**src/sld_pkg.sv**
```systemverilog
package sld_pkg;

  localparam int unsigned SLD_NUM_PORTS = 6;
  localparam int unsigned SLD_AW = 36;

  // Configuration offsets
  localparam logic [7:0] SLD_OFS_CTRL = 8'h9D;
  localparam logic [7:0] SLD_OFS_LOCK = 8'h9E;
  localparam logic [7:0] SLD_CTRL_RESET = 8'h00;
  localparam logic [7:0] SLD_RDATA_RESET = 8'h00;

  // Control field positions
  localparam int unsigned SLD_BIT_HIGH_SMRAM = 7;
  localparam int unsigned SLD_BIT_MONO_PRESENT = 6;
  localparam int unsigned SLD_BIT_APIC_REDIRECT = 5;
  localparam int unsigned SLD_BIT_COMP_DISABLE = 4;
  localparam int unsigned SLD_BIT_GLOBAL_SMM = 3;
  localparam int unsigned SLD_BIT_SEG_SIZE_HI = 2;
  localparam int unsigned SLD_BIT_SEG_SIZE_LO = 1;
  localparam int unsigned SLD_BIT_SEG_ENABLE = 0;
  localparam int unsigned SLD_BIT_LOCK = 4;
  // Bits that the lock freezes
  localparam logic [7:0] SLD_LOCKED_MASK = 8'h8F;

  // I/O decode, dword index of address bits 9:2
  localparam logic [7:0] SLD_DW_VGA_LO_A = 8'hEC;
  localparam logic [7:0] SLD_DW_VGA_HI_A = 8'hEE;
  localparam logic [7:0] SLD_DW_VGA_LO_B = 8'hF0;
  localparam logic [7:0] SLD_DW_VGA_HI_B = 8'hF7;
  localparam logic [7:0] SLD_DW_MONO_3B4 = 8'hED;
  localparam logic [7:0] SLD_DW_MONO_3B8 = 8'hEE;
  localparam logic [7:0] SLD_DW_MONO_3BC = 8'hEF;
  localparam logic [3:0] SLD_BE_MONO_3B4 = 4'h3;
  localparam logic [3:0] SLD_BE_MONO_3B8 = 4'h7;

  // Memory ranges
  localparam logic [35:0] SLD_MONO_MEM_LO = 36'h0_000B_0000;
  localparam logic [35:0] SLD_MONO_MEM_HI = 36'h0_000B_7FFF;
  localparam logic [35:0] SLD_VGA_MEM_LO = 36'h0_000A_0000;
  localparam logic [35:0] SLD_VGA_MEM_HI = 36'h0_000B_FFFF;
  localparam logic [35:0] SLD_COMPAT_LO = 36'h0_000A_0000;
  localparam logic [35:0] SLD_COMPAT_HI = 36'h0_000B_FFFF;
  localparam logic [35:0] SLD_APIC_SB_LO = 36'h0_FEC0_0000;
  localparam logic [35:0] SLD_APIC_SB_HI = 36'h0_FEC7_FFFF;
  localparam logic [35:0] SLD_APIC_PORT_LO = 36'h0_FEC8_0000;
  localparam logic [35:0] SLD_APIC_PORT_HI = 36'h0_FEC8_5FFF;
  localparam int unsigned SLD_APIC_WIN_LSB = 12;
  localparam logic [35:0] SLD_SEG_LEN_MIN = 36'h0_0002_0000;

  typedef enum logic [3:0] {
    SLD_TGT_DRAM = 4'b0001,
    SLD_TGT_SOUTH = 4'b0010,
    SLD_TGT_PORT = 4'b0100,
    SLD_TGT_ORDINARY = 4'b1000
  } sld_target_t;

  typedef struct packed {
    logic valid;
    logic is_io;
    logic from_cpu;
    logic smm;
    logic [3:0] byte_en;
    logic [35:0] addr;
  } sld_req_t;

  typedef struct packed {
    logic valid;
    sld_target_t target;
    logic [2:0] port;
    logic [35:0] addr;
  } sld_route_t;

  typedef struct packed {
    logic seg_hit;
    logic compat_hit;
    logic mono_hit;
    logic vga_hit;
    logic apic_south_hit;
    logic apic_port_hit;
    logic [2:0] apic_port;
  } sld_mem_hits_t;

endpackage

```
**src/sld_io_decode.sv**
```systemverilog
`timescale 1ns/100ps
`default_nettype none
module sld_io_decode
  import sld_pkg::*;
(
  input wire logic [15:0] addr_i,
  input wire logic [3:0] byte_en_i,
  output logic mono_hit_o,
  output logic mono_only_hit_o,
  output logic vga_hit_o
);

  logic [7:0] dw;
  logic any_be;

  // Upper address bits are not used so every alias matches
  // aliased dword decode
  assign dw = addr_i[9:2];
  assign any_be = |byte_en_i;

  // Decode is per dword, so 3BD-3BF count as monochrome too
  // monochrome port match
  assign mono_only_hit_o = (dw == SLD_DW_MONO_3BC) && any_be;
  assign mono_hit_o = ((dw == SLD_DW_MONO_3B4) && |(byte_en_i & SLD_BE_MONO_3B4)) ||
                      ((dw == SLD_DW_MONO_3B8) && |(byte_en_i & SLD_BE_MONO_3B8)) ||
                      mono_only_hit_o;

  assign vga_hit_o = any_be && (((dw >= SLD_DW_VGA_LO_A) && (dw <= SLD_DW_VGA_HI_A)) ||
                                ((dw >= SLD_DW_VGA_LO_B) && (dw <= SLD_DW_VGA_HI_B)));

endmodule
`default_nettype wire

```
**src/sld_mem_decode.sv**
```systemverilog
`timescale 1ns/100ps
`default_nettype none
module sld_mem_decode
  import sld_pkg::*;
(
  input wire logic [35:0] addr_i,
  input wire logic [35:0] top_mem_i,
  input wire logic [1:0] seg_size_i,
  output sld_mem_hits_t hits_o
);

  logic [35:0] seg_len;
  logic [35:0] seg_base;

  assign seg_len = SLD_SEG_LEN_MIN << seg_size_i;
  assign seg_base = top_mem_i - seg_len;

  always_comb begin
    hits_o.seg_hit = (addr_i >= seg_base) && (addr_i < top_mem_i);
    hits_o.compat_hit = (addr_i >= SLD_COMPAT_LO) && (addr_i <= SLD_COMPAT_HI);
    hits_o.mono_hit = (addr_i >= SLD_MONO_MEM_LO) && (addr_i <= SLD_MONO_MEM_HI);
    hits_o.vga_hit = (addr_i >= SLD_VGA_MEM_LO) && (addr_i <= SLD_VGA_MEM_HI);
    hits_o.apic_south_hit = (addr_i >= SLD_APIC_SB_LO) && (addr_i <= SLD_APIC_SB_HI);
    hits_o.apic_port_hit = (addr_i >= SLD_APIC_PORT_LO) && (addr_i <= SLD_APIC_PORT_HI);
    hits_o.apic_port = addr_i[SLD_APIC_WIN_LSB +: 3];
  end

endmodule
`default_nettype wire

```
**src/sld_legacy_range_decode.sv**
```systemverilog
`timescale 1ns/100ps
`default_nettype none
module sld_legacy_range_decode
  import sld_pkg::*;
(
  input wire logic core_clk_i,
  input wire logic reset_n_i,
  input wire logic [7:0] cfg_addr_i,
  input wire logic cfg_wr_i,
  input wire logic cfg_rd_i,
  input wire logic [7:0] cfg_wdata_i,
  output logic [7:0] cfg_rdata_o,
  input wire logic [5:0] legacy_display_enable_i,
  input wire logic [35:0] top_of_low_memory_i,
  input wire sld_req_t req_i,
  output sld_route_t route_o,
  output logic impedance_compensation_disable_o,
  output logic smm_space_lock_o
);

  typedef struct packed {
    logic [7:0] ctrl;
    logic lock;
    logic [7:0] rdata;
    sld_route_t route;
  } sld_state_t;

  sld_state_t state_q;
  sld_state_t state_d;

  logic mono_present;
  logic apic_redirect;
  logic global_smm;
  logic seg_enable;
  logic seg_active;
  logic [1:0] seg_size;

  logic io_mono_hit;
  logic io_mono_only_hit;
  logic io_vga_hit;
  sld_mem_hits_t mem_hits;

  logic [5:0] first_enable;
  logic [5:0] lower_seen;
  logic any_display_enable;
  logic [2:0] display_port;
  logic mono_claimed;

  logic wr_ctrl;
  logic wr_lock;
  logic [7:0] ctrl_write;

  assign mono_present = state_q.ctrl[SLD_BIT_MONO_PRESENT];
  assign apic_redirect = state_q.ctrl[SLD_BIT_APIC_REDIRECT];
  assign global_smm = state_q.ctrl[SLD_BIT_GLOBAL_SMM];
  assign seg_enable = state_q.ctrl[SLD_BIT_SEG_ENABLE];
  assign seg_size = state_q.ctrl[SLD_BIT_SEG_SIZE_HI:SLD_BIT_SEG_SIZE_LO];

  assign seg_active = seg_enable && global_smm;

  sld_io_decode u_io_decode (
    .addr_i(req_i.addr[15:0]),
    .byte_en_i(req_i.byte_en),
    .mono_hit_o(io_mono_hit),
    .mono_only_hit_o(io_mono_only_hit),
    .vga_hit_o(io_vga_hit)
  );

  sld_mem_decode u_mem_decode (
    .addr_i(req_i.addr),
    .top_mem_i(top_of_low_memory_i),
    .seg_size_i(seg_size),
    .hits_o(mem_hits)
  );

  // Lowest-numbered enabled port wins if software enables more than one
  for (genvar p = 0; p < SLD_NUM_PORTS; p++) begin : g_port_pick
    if (p == 0) begin : g_first
      assign lower_seen[p] = 1'b0;
    end else begin : g_rest
      assign lower_seen[p] = lower_seen[p-1] | legacy_display_enable_i[p-1];
    end
    assign first_enable[p] = legacy_display_enable_i[p] & ~lower_seen[p];
  end

  assign any_display_enable = |legacy_display_enable_i;

  always_comb begin
    display_port = 3'h0;
    for (int i = 0; i < SLD_NUM_PORTS; i++) begin
      if (first_enable[i]) begin
        display_port = 3'(i);
      end
    end
  end

  // Monochrome references stay on the south link unless a port owns the
  // display and the present bit does not reclaim them.  An illegal present
  // setting with no enable still lands south, so it cannot misroute.
  // present bit with port enables
  assign mono_claimed = !any_display_enable || mono_present;

  assign wr_ctrl = cfg_wr_i && (cfg_addr_i == SLD_OFS_CTRL);
  assign wr_lock = cfg_wr_i && (cfg_addr_i == SLD_OFS_LOCK);

  assign ctrl_write = state_q.lock ?
                      ((state_q.ctrl & SLD_LOCKED_MASK) | (cfg_wdata_i & ~SLD_LOCKED_MASK)) :
                      cfg_wdata_i;

  always_comb begin
    state_d = state_q;

    // Configuration writes
    if (wr_ctrl) begin
      state_d.ctrl = ctrl_write;
    end
    if (wr_lock && cfg_wdata_i[SLD_BIT_LOCK]) begin
      state_d.lock = 1'b1;
    end

    // Read data held until the next read
    if (cfg_rd_i) begin
      unique case (cfg_addr_i)
        SLD_OFS_CTRL: state_d.rdata = state_q.ctrl;
        SLD_OFS_LOCK: begin
          state_d.rdata = 8'h00;
          state_d.rdata[SLD_BIT_LOCK] = state_q.lock;
        end
        default: state_d.rdata = 8'h00;
      endcase
    end

    // Routing result, one cycle after the request
    state_d.route.valid = req_i.valid;
    state_d.route.addr = req_i.addr;
    state_d.route.port = 3'h0;
    state_d.route.target = SLD_TGT_ORDINARY;

    if (req_i.is_io) begin
      if (io_mono_only_hit) begin
        state_d.route.target = SLD_TGT_SOUTH;
      end else if (io_mono_hit && mono_claimed) begin
        state_d.route.target = SLD_TGT_SOUTH;
      end else if (io_vga_hit || io_mono_hit) begin
        if (any_display_enable) begin
          state_d.route.target = SLD_TGT_PORT;
          state_d.route.port = display_port;
        end else begin
          state_d.route.target = SLD_TGT_SOUTH;
        end
      end
    end else begin
      if (seg_active && mem_hits.seg_hit) begin
        if (req_i.from_cpu && req_i.smm) begin
          state_d.route.target = SLD_TGT_DRAM;
        end else begin
          state_d.route.target = SLD_TGT_SOUTH;
        end
      end else if (global_smm && mem_hits.compat_hit && req_i.from_cpu && req_i.smm) begin
        state_d.route.target = SLD_TGT_DRAM;
      end else if (!apic_redirect && mem_hits.apic_south_hit) begin
        state_d.route.target = SLD_TGT_SOUTH;
      end else if (!apic_redirect && mem_hits.apic_port_hit) begin
        state_d.route.target = SLD_TGT_PORT;
        state_d.route.port = mem_hits.apic_port;
      end else if (mem_hits.mono_hit && mono_claimed) begin
        state_d.route.target = SLD_TGT_SOUTH;
      end else if (mem_hits.vga_hit) begin
        if (any_display_enable) begin
          state_d.route.target = SLD_TGT_PORT;
          state_d.route.port = display_port;
        end else begin
          state_d.route.target = SLD_TGT_SOUTH;
        end
      end
    end
  end

  always_ff @(posedge core_clk_i) begin
    if (!reset_n_i) begin
      state_q.ctrl <= SLD_CTRL_RESET;
      state_q.lock <= 1'b0;
      state_q.rdata <= SLD_RDATA_RESET;
      state_q.route.valid <= 1'b0;
      state_q.route.target <= SLD_TGT_ORDINARY;
      state_q.route.port <= 3'h0;
      state_q.route.addr <= 36'h0_0000_0000;
    end else begin
      state_q <= state_d;
    end
  end

  assign cfg_rdata_o = state_q.rdata;
  assign route_o = state_q.route;
  assign impedance_compensation_disable_o = state_q.ctrl[SLD_BIT_COMP_DISABLE];
  assign smm_space_lock_o = state_q.lock;

endmodule
`default_nettype wire

```
**config.mk**
```make
export PLATFORM = sky130hd
export DESIGN_NAME = sld_legacy_range_decode
export DESIGN_NICKNAME = d
export VERILOG_FILES = /design/src/sld_pkg.sv /design/src/sld_io_decode.sv /design/src/sld_mem_decode.sv /design/src/sld_legacy_range_decode.sv
export SDC_FILE = /design/constraint.sdc
export NUM_CORES = 1
export LEC_CHECK = 0
export ABC_AREA = 1
export ABC_CLOCK_PERIOD_IN_PS = 5900
export BUFFER_PORTS_ARGS = -buffer_cell sky130_fd_sc_hd__buf_2
export CAP_MARGIN = 20
export CELL_PAD_IN_SITES_DETAIL_PLACEMENT = 1
export CELL_PAD_IN_SITES_GLOBAL_PLACEMENT = 2
export CORE_UTILIZATION = 30
export CTS_BUF_LIST = sky130_fd_sc_hd__clkbuf_8
export CTS_CLUSTER_SIZE = 20
export DETAILED_ROUTE_END_ITERATION = 8
export PLACE_DENSITY_LB_ADDON = 0.1
export SYNTH_ARGS = -nofsm -noshare
export SYNTH_HDL_FRONTEND = slang
export SYNTH_SLANG_ARGS = --single-unit
export TNS_END_PERCENT = 20
```
**constraint.sdc**
```tcl
create_clock -name core_clk_i -period 5.9 [get_ports core_clk_i]
set_input_delay 0.885 -clock core_clk_i [delete_from_list [all_inputs] [get_ports core_clk_i]]
set_output_delay 0.885 -clock core_clk_i [all_outputs]
set_load 0.05 [all_outputs]
```
==> flow_summary.json, run 1 <==
{
  "syn_nets": 974,
  "rsz0062_at_grt": "false",
  "diodes": 0,
  "synth_cell_types": 34,
  "tritoncts": "yes",
  "grt_pass1_vias": 5360,
  "antenna_found_initial": 0,
  "switchingPower_uw": 414,
  "min_path_cells": 2,
  "dr.pass1.iters": 4,
  "end_kind": "flip-flop",
  "busiest_layer": "met2",
  "routed_wl_mm": 15.3,
  "grt_max_degree": 57,
  "insertion_delay_ns": 0.38,
  "clkSinkCount": 61,
  "start_util": 0.310,
  "maxCapViolCount": 0,
  "setup_viol": 0,
  "worst_slew_pin_slew_ns": 0.535,
  "fin_setup_tns_ns": 0,
  "synth_most_common_cell": "nand2_1",
  "max-slew-margin-rel": 0.640,
  "viasPerCell": 4.41,
  "wl_per_cell_um": 13.5,
  "synthTopCellsByCount": "nand2_1 (212), inv_1 (157), nor2_1 (74)",
  "area_growth_pct": 16.6,
  "critical_path_required_ns": 6.16,
  "overflow": 0,
  "root_buffer": "clkbuf_8",
  "worstRegToRegCells": 24,
  "largest_register_ffs": 44,
  "fin_ws_ns": 2.06,
  "vias": 4991,
  "synth_top_area_frac": 0.235,
  "synth_seq_cells": 61,
  "synth-edff-count": 0,
  "critPathLaunchType": "flip-flop",
  "synth.area.top_cells": "dfxtp_1 (23%), ha_1 (17%), nand2_1 (15%)",
  "holdCritPathClass": "flip-flop to flip-flop",
  "fin_crit_sh": 0.651,
  "ctsHoldBuffers": 0,
  "core_mm2": 0.0168,
  "layout-drive-gt1-share": 0.206,
  "htree_num_levels": 3,
  "gr-usage-met3": 0.0274,
  "run_status": "finished, final reports clean",
  "post_cts_buffers": 0,
  "synthesis.area_mm2": 0.00520,
  "async_flop_share": 0,
  "power_frac_comb": 0.279,
  "crit_type": "flip-flop to flip-flop",
  "drc": 0,
  "ir_drop_v": 0.0000920,
  "num_rows": 47,
  "syn_area_per_cell_um2": 6.52,
  "cts.clk_slew.worst_paths_ns": 0.09,
  "port-buffer-count": 159,
  "critPathMaxFanout": 7,
  "grtUsageTotal": 0.180,
  "grtUsageMet1": 0.234,
  "hold_viol": 0,
  "drv_slew": 0,
  "cts_repair_resize_count": 0,
  "fmax_mhz": 260,
  "place_ws_ns": 1.59,
  "leakagePower_uw": 0.00364,
  "p_clk_frac": 0.342,
  "drtIter0Drc": 106,
  "final_net_count": 1085,
  "dp_hpwl_mm": 12.9,
  "grtUsageMet2": 0.297,
  "yosys_warnings": 0,
  "ys_seq_area_frac": 0.235,
  "drtAntennaViolNets": 0,
  "die_w_um": 134,
  "cp.arrival_ns": 4.10,
  "ys.flop_type": "dfxtp_1",
  "dieArea_mm2": 0.0179,
  "p_total_uw": 1140,
  "globalplace.congestion": 0.795,
  "min_period_ns": 3.84,
  "syn_inst": 797,
  "cell_internal_pwr_uw": 729,
  "cts_buffers": 9,
  "power_density_mw_per_mm2": 189,
  "pwr-share-seq": 0.379,
  "grt_pass1_wl_mm": 25.3,
  "clock_tree.buffer_depth": 2,
  "netlist.top_cell.by_area": "dfxtp_1",
  "p_sw_frac": 0.362,
  "skew_ns": 0.0130,
  "pin_count": 160,
  "chipHeight_um": 134
}
cell usage in the layout, fill, tap and decap left out, types with 2 or more instances in the layout:
cell type | netlist | layout
o21ai_1 | 2 | 2
nand4_4 | 2 | 2
o211ai_1 | 2 | 2
ha_1 | 71 | 71
nand4_1 | 10 | 10
and2_1 | 3 | 3
nor3_1 | 2 | 2
clkbuf_8 | 0 | 9
a21oi_1 | 50 | 50
nand2_1 | 212 | 212
a21o_1 | 2 | 2
nand3_1 | 27 | 27
nor2_1 | 74 | 74
dfxtp_1 | 61 | 61
inv_1 | 157 | 157
o21ai_0 | 24 | 24
a21boi_0 | 3 | 3
and3_1 | 2 | 2
nor2_2 | 4 | 4
buf_2 | 0 | 159
nor4_1 | 2 | 2
nor2_4 | 2 | 2
xor2_1 | 14 | 14
clkinv_2 | 0 | 4
worst max-delay path: stages (launching register included):
cell     delay, ns
dfxtp_1       0.45
inv_1         0.13
nand2_1       0.10
ha_1          0.28
a21oi_2       0.19
o21ai_1       0.09
nor2_2        0.21
nand3_4       0.15
nor2_8        0.19
nand4_4       0.12
nor2_4        0.14
nand2_1       0.08
xor2_1        0.15
ha_1          0.29
nand2_1       0.06
nor2_1        0.13
nand3_1       0.11
nor2_1        0.14
nand2_1       0.07
nor2_1        0.09
nor2_1        0.05
nand2_1       0.08
nand2_1       0.16
nand4_1       0.15
a21oi_1       0.07
worst paths after layout:
check                                 start                           to  slack [ns]
hold / removal    mono_present$_SDFFE_PN0P_  cfg_rdata_o[6]$_SDFFE_PN0P_        0.47
hold reg to reg   mono_present$_SDFFE_PN0P_  cfg_rdata_o[6]$_SDFFE_PN0P_        0.47
setup reg to reg   seg_size[0]$_SDFFE_PN0P_       route_o[37]$_SDFF_PN0_        2.06
setup / recovery   seg_size[0]$_SDFFE_PN0P_       route_o[37]$_SDFF_PN0_        2.06
cell families after synthesis:
| family | share of synthesized area |
|---|---|
| AOI/OAI and AO/OA | 0.0939 |
| xor gates and xnor gates | 0.0253 |
| adders and majority gates | 0.171 |
| buffers and inverters | 0.194 |
| DFF | 0.235 |
| and+or+nand+nor | 0.281 |
metal layers:
layer / part of all wire / up-vias / routed length [µm]
li1: - / 2634 / -
met1: 0.49 / 2229 / 7520
met2: 0.45 / 108 / 6940
met3: 0.037 / 20 / 561
met4: 0.020 / 0 / 305
met5: 0 / - / 0
layout make-up:
type,count,area (µm²)
Fill cell,2250,10700
Multi-Input combinational cell,519,2970
Sequential cell,61,1220
Timing Repair Buffer,160,816
Inverter,157,589
Tap cell,220,275
Clock buffer,9,124
Clock inverter,7,66.3
through the flow:
step | util | hold WS [ns] | instances | cell area (µm²)
CTS | 0.360 | 0.478 | 1132 | 6040
global placement | 0.349 | 0.457 | 1116 | 5850
floorplan | - | 0.436 | 797 | 5200
global route | 0.361 | 0.484 | 1133 | 6060
detailed placement | 0.349 | 0.466 | 1116 | 5850
finish | 0.361 | 0.469 | 1133 | 6060
power by group through the flow:
stage                     registers, µW  logic, µW  clock network (µW)
after floorplan                     442        228                   0
after global placement              442        311                   0
after detailed placement            443        322                   0
after CTS                           433        324                 411
after global routing                435        361                 425
final                               433        319                 391
No activity file was read; power rests on OpenSTA's default activity.
==> run 2, diff against run 1 <==
ABC_CLOCK_PERIOD_IN_PS = 3900   (was 5900)
CORE_UTILIZATION = 28   (was 30)
clock period = 3.9 ns   (was 5.9 ns; I/O delays follow)
==> run 2 against run 1 <==
  * The run now ends with design-rule violations left
  * Clock skew down 0.0059 ns
  * Global-route usage fell by 0.83 points
  * Final cell count is 0.97% higher
  * First-iteration DRC count is 70% higher
  * Clock power is 57% higher
  * Sequential share of layout area decreased by 0.10 points
  * Count of clock-buffer cells in the layout rose by 2
  * Final area rose by 0.91%
  * Register-to-register slack got worse by 1.7 ns
  * Critical endpoint is now route_o[42]$_SDFF_PN1_
==> flow_summary.json, run 2 (synthesis results as in run 1) <==
{
  "min_period_ns": 3.53,
  "rsz0062_at_grt": "false",
  "critPathMaxFanout": 7,
  "pwr-share-seq": 0.373,
  "crit_start": "seg_size[1]$_SDFFE_PN0P_",
  "met2WireLength_mm": 7.30,
  "power_frac_comb": 0.277,
  "fin_cells": 1144,
  "drtAntennaViolNets": 0,
  "top_layer_used": "met4",
  "drv_slew": 0,
  "grt_max_degree": 31,
  "grt_pass1_vias": 5352,
  "wl_per_cell_um": 13.7,
  "root_buffer": "clkbuf_8",
  "dp_hpwl_mm": 13.3,
  "chipHeight_um": 138,
  "dr.pass1.iters": 8,
  "fillers": 2418,
  "overflow": 0,
  "fmax_mhz": 283,
  "crit_type": "flip-flop to flip-flop",
  "skew_ns": 0.00712,
  "reg2reg_from": "seg_size[1]$_SDFFE_PN0P_",
  "tritoncts": "yes",
  "viasPerCell": 4.44,
  "final_common_cell": "nand2_1",
  "max-slew-margin-rel": 0.587,
  "ctsHoldBuffers": 0,
  "insertion_delay_ns": 0.37,
  "port-buffer-count": 159,
  "hold_viol": 0,
  "cts_buffers": 9,
  "diodes": 0,
  "final_net_count": 1088,
  "start_util": 0.287,
  "p_total_uw": 1750,
  "p_clk_frac": 0.349,
  "place_area_mm2": 0.00587,
  "holdCritPathClass": "input pin to flip-flop",
  "m1WireLength_mm": 7.52,
  "fin_util": 0.338,
  "end_kind": "flip-flop",
  "run_status": "finished with violations",
  "num_rows": 49,
  "setup_viol": 0,
  "cp.arrival_ns": 3.75,
  "switchingPower_uw": 617,
  "grt_pass1_wl_mm": 25.9,
  "cts.clk_slew.worst_paths_ns": 0.07,
  "dp.cells": 1127,
  "htree_num_levels": 3,
  "globalplace.congestion": 0.768,
  "drtIter0Drc": 180,
  "layout-drive-gt1-share": 0.214,
  "antenna_found_initial": 0,
  "cell_internal_pwr_uw": 1140,
  "worst_slew_pin_slew_ns": 0.620,
  "routed_wl_mm": 15.7,
  "setup.worst_path.end": "route_o[42]$_SDFF_PN1_",
  "drc": 26,
  "vias": 5083,
  "final_cell_mix": "nand2_1 (211), buf_2 (159), inv_1 (157)",
  "clkSinkCount": 61,
  "ir_drop_v": 0.000140,
  "maxCapViolCount": 0,
  "wl_met3_um": 728,
  "die_w_um": 138,
  "fin_area_mm2": 0.00611,
  "fin_setup_tns_ns": 0,
  "power_density_mw_per_mm2": 287,
  "critPathLaunchType": "flip-flop",
  "grtUsageTotal": 0.171,
  "reg2reg_slack_ns": 0.37,
  "clock_tree.buffer_depth": 2,
  "largest_register_ffs": 44,
  "violations": "design-rule violations",
  "area_growth_pct": 17.6,
  "dieArea_mm2": 0.0191,
  "core_mm2": 0.0181,
  "critical_path_required_ns": 4.11,
  "leakagePower_uw": 0.00366,
  "reg2reg_to": "route_o[42]$_SDFF_PN1_",
  "p_sw_frac": 0.352,
  "worstRegToRegCells": 24,
  "fin_crit_sh": 0.906,
  "pin_count": 160
}
run 2: how the worst min path moves through the flow:
stage	from	slack, ns	cells after the start	end
floorplan	state_q[60]$_SDFFE_PN0P_	0.44	2	cfg_rdata_o[7]$_SDFFE_PN0P_
global placement	apic_redirect$_SDFFE_PN0P_	0.45	2	cfg_rdata_o[5]$_SDFFE_PN0P_
detailed placement	apic_redirect$_SDFFE_PN0P_	0.45	2	cfg_rdata_o[5]$_SDFFE_PN0P_
CTS	req_i[43]	0.39	3	route_o[43]$_SDFF_PN0_
global route	req_i[43]	0.40	3	route_o[43]$_SDFF_PN0_
finish	req_i[43]	0.42	3	route_o[43]$_SDFF_PN0_
run 2: critical path: stages, from the launching register on:
cell      delay, ns
dfxtp_2        0.35
inv_1          0.10
nand2_1        0.08
ha_1           0.34
nand2_1        0.13
nor3_1         0.07
nor2_2         0.17
nand3_4        0.14
nor2_8         0.20
nand4_4        0.12
nor2_4         0.12
nand2_1        0.07
xor2_1         0.14
ha_1           0.29
nand2_1        0.08
nor2_2         0.13
nand3_1        0.11
nor2_2         0.11
nand2_1        0.06
nor2_1         0.08
nor2_1         0.05
nand2_1        0.10
nand2_2        0.12
nand4_1        0.11
o211ai_1       0.10
run 2: power by group through the flow:
| stage | sequential [µW] | clock [µW] | combinational, µW |
|---|---|---|---|
| CTS | 656 | 655 | 493 |
| global route | 658 | 669 | 552 |
| finish | 655 | 613 | 486 |
| global placement | 669 | 0 | 474 |
| floorplan | 669 | 0 | 344 |
| detailed placement | 670 | 0 | 490 |
run 2: metal layers:
metal | GRT usage | vias to the layer above
met3 | 0.0339 | 11
met5 | 0 | -
li1 | - | 2648
met2 | 0.297 | 103
met4 | 0.0491 | 0
met1 | 0.215 | 2321
run 2: what timing repair did:
action	4_1_cts	5_1_grt
buffers inserted	0	2
setup endpoints to repair	0	7
gates resized for setup	0	8
run 2: stage by stage:
step	hold slack, ns	setup WS (ns)
5_1_grt	0.400	0.000449
4_1_cts	0.386	0.0388
3_5_place_dp	0.455	-0.0983
3_3_place_gp	0.450	0.0708
6_report	0.417	0.368
2_1_floorplan	0.436	0.529
run 2: layout make-up:
type	instances	area [µm²]	area share
inverter	157	589	0.0964
timing repair buffer	163	826	0.135
clock buffer	11	151	0.0248
tap	229	287	0.0469
multi-input combinational	519	2990	0.489
clock inverter	4	47.5	0.00778
sequential	61	1230	0.201
==> run 3, diff against run 2 <==
ABC_AREA = default   (was 1)
CORE_UTILIZATION = 29   (was 28)
==> run 3 against run 2 <==
  * The run ends with negative setup slack left
  * Sequential share of layout area grew 0.66 points
  * Final area is 3.4% lower
  * Combinational power is 6.4% lower
  * Maximum frequency fell by 11%
  * Register-to-register slack got worse by 0.46 ns
  * Highest routed layer unchanged
  * Hold slack about the same
  * Largest power group is now the clock network
  * Largest cell class unchanged
  * Clock power grew 7.8%
==> flow_summary.json, run 3 <==
{
  "path_common_cell": "o21a_1",
  "synth-edff-count": 0,
  "final_cell_mix": "buf_2 (159), ha_1 (69), dfxtp_1 (59)",
  "cp.arrival_ns": 4.31,
  "end_kind": "flip-flop",
  "root_buffer": "clkbuf_8",
  "clkSinkCount": 61,
  "grt_max_degree": 38,
  "vias": 4408,
  "critPathMaxFanout": 6,
  "drtAntennaViolNets": 0,
  "cp.buffers_inverters": 1,
  "wl_per_cell_um": 16.3,
  "critPathLaunchType": "flip-flop",
  "seq_area_mm2": 0.00122,
  "insertion_delay_ns": 0.37,
  "cts.clk_slew.worst_paths_ns": 0.08,
  "max-slew-margin-rel": 0.503,
  "routed_wl_mm": 15.0,
  "globalplace.congestion": 0.839,
  "worst_slew_pin_slew_ns": 0.745,
  "critical_path_required_ns": 4.22,
  "synthTopCellsByCount": "ha_1 (71), dfxtp_1 (61), inv_1 (56)",
  "area_growth_pct": 26.8,
  "maxCapViolCount": 0,
  "ir_drop_v": 0.000118,
  "min_period_ns": 3.99,
  "fin_ws_ns": -0.0872,
  "hold_viol": 0,
  "grt_pass1_wl_mm": 23.6,
  "rsz0062_at_grt": "true",
  "syn_inst": 560,
  "start_util": 0.302,
  "synth_seq_cells": 61,
  "final_net_count": 882,
  "crit_path_max_incr_delay_ns": 0.32,
  "fin_crit_sh": 1.02,
  "holdCritPathClass": "input pin to flip-flop",
  "crit_path_top_delay_cell": "dfxtp_2",
  "run_status": "finished with violations",
  "port-buffer-count": 159,
  "num_rows": 45,
  "fin_setup_tns_ns": -0.405,
  "dp_hpwl_mm": 12.3,
  "synth_top_area_frac": 0.262,
  "dieArea_mm2": 0.0166,
  "antenna_found_initial": 0,
  "synth_most_common_cell": "ha_1",
  "leakagePower_uw": 0.00296,
  "skew_ns": 0.00751,
  "dr.pass1.iters": 4,
  "netlist.top_cell.by_area": "dfxtp_1",
  "die_w_um": 129,
  "drtIter0Drc": 120,
  "cts_buffers": 9,
  "power_density_mw_per_mm2": 299,
  "fin_area_mm2": 0.00591,
  "synth_cell_types": 59,
  "synth.area.top_cells": "dfxtp_1 (26%), ha_1 (19%), buf_4 (8.4%)",
  "htree_num_levels": 3,
  "largest_register_ffs": 44,
  "tritoncts": "yes",
  "syn_area_per_cell_um2": 8.31,
  "clock_tree.buffer_depth": 2,
  "fmax_mhz": 251,
  "grtUsageTotal": 0.188,
  "viasPerCell": 4.79,
  "synthesis.area_mm2": 0.00466,
  "core_mm2": 0.0154,
  "yosys_warnings": 0,
  "grt_pass1_vias": 4635,
  "violations": "negative setup slack",
  "pin_count": 160,
  "setup_viol": 6,
  "diodes": 0,
  "place_area_mm2": 0.00545,
  "hold_ws_ns": 0.417,
  "drc": 0,
  "fillers": 1906,
  "drv_slew": 0,
  "overflow": 0,
  "chipHeight_um": 129,
  "fin_util": 0.383,
  "multi_input_area_mm2": 0.00291,
  "ys_seq_area_frac": 0.262,
  "layout-drive-gt1-share": 0.342,
  "path_cells": "or2_4 > ha_4 > o21a_1 > o21a_1 > o21a_1 > nand2b_4 > buf_4 > nor2_1 > xnor2_1 > ha_1 > and2_0 > a221o_1 > a221oi_2 > o2111ai_2 > o211ai_4 > and4_4 > a22o_1",
  "final_common_cell": "buf_2",
  "crit_type": "flip-flop to flip-flop",
  "crit_family": "compound AO/OA/AOI/OAI gates",
  "syn_nets": 737,
  "async_flop_share": 0,
  "ys.flop_type": "dfxtp_1"
}
## run 3: area by class of cell
type | count | share of cell area
inverter | 56 | 0.0356
timing repair buffer | 194 | 0.181
sequential | 61 | 0.207
clock inverter | 6 | 0.0146
tap | 211 | 0.0447
clock buffer | 10 | 0.0233
multi-input combinational | 383 | 0.493
## run 3: path summary, 6_finish.rpt
path                            cells after the start                        start  slack [ns]                          end
worst min-delay path                                2                    req_i[43]        0.42       route_o[43]$_SDFF_PN0_
worst max register to register                     17     seg_size[0]$_SDFFE_PN0P_       -0.09       route_o[37]$_SDFF_PN0_
worst max-delay path                               17     seg_size[0]$_SDFFE_PN0P_       -0.09       route_o[37]$_SDFF_PN0_
worst min register to register                      2  cfg_rdata_o[4]$_SDFFE_PN0P_        0.47  cfg_rdata_o[4]$_SDFFE_PN0P_
## run 3: cell families (layout without fill, tap and decap cells)
family,count (synthesis),after routing,share of synthesized area
buffers and inverters,116,266,0.135
adders and majority gates,71,71,0.191
xor gates and xnor gates,10,10,0.0188
muxes,4,4,0.00887
AOI/OAI and AO/OA,103,103,0.149
DFF,61,61,0.262
and+or+nand+nor,195,195,0.235
## run 3: per-layer routing
metal,wire (µm),GRT usage,vias to the layer above
met5,0,0,-
met1,6860,0.230,2080
li1,-,-,2197
met4,344,0.0720,0
met2,7200,0.326,111
met3,625,0.0366,20
## run 3: worst register-to-register path, cell delays in order (launching register included)
cell and delay, ns:
dfxtp_2 0.32, or2_4 0.25, ha_4 0.22, o21a_1 0.20, o21a_1 0.19, o21a_1 0.19
nand2b_4 0.15, buf_4 0.14, nor2_1 0.17, xnor2_1 0.15, ha_1 0.27, and2_0 0.17
a221o_1 0.32, a221oi_2 0.30, o2111ai_2 0.18, o211ai_4 0.31, and4_4 0.28, a22o_1 0.13
## run 3: timing repair
item,in CTS,in global routing
setup endpoints to repair,7,7
resized for setup,17,6
hold buffers,0,0
pin swaps,24,15
setup buffers,10,5
## run 3: where the power goes
| part | internal, µW | leakage (µW) | switching (µW) |
|---|---|---|---|
| logic | 179 | 0.00234 | 276 |
| registers | 644 | 0.000503 | 4.76 |
| clock network | 376 | 0.000112 | 286 |
## run 3: per-stage QoR
step | power, µW | cells | setup WS, ns
2_1_floorplan | 943 | 560 | 0.0141
3_3_place_gp | 1090 | 890 | -0.398
3_5_place_dp | 1100 | 890 | -0.615
4_1_cts | 1790 | 916 | -0.0154
5_1_grt | 1860 | 921 | -0.304
6_report | 1760 | 921 | -0.0872
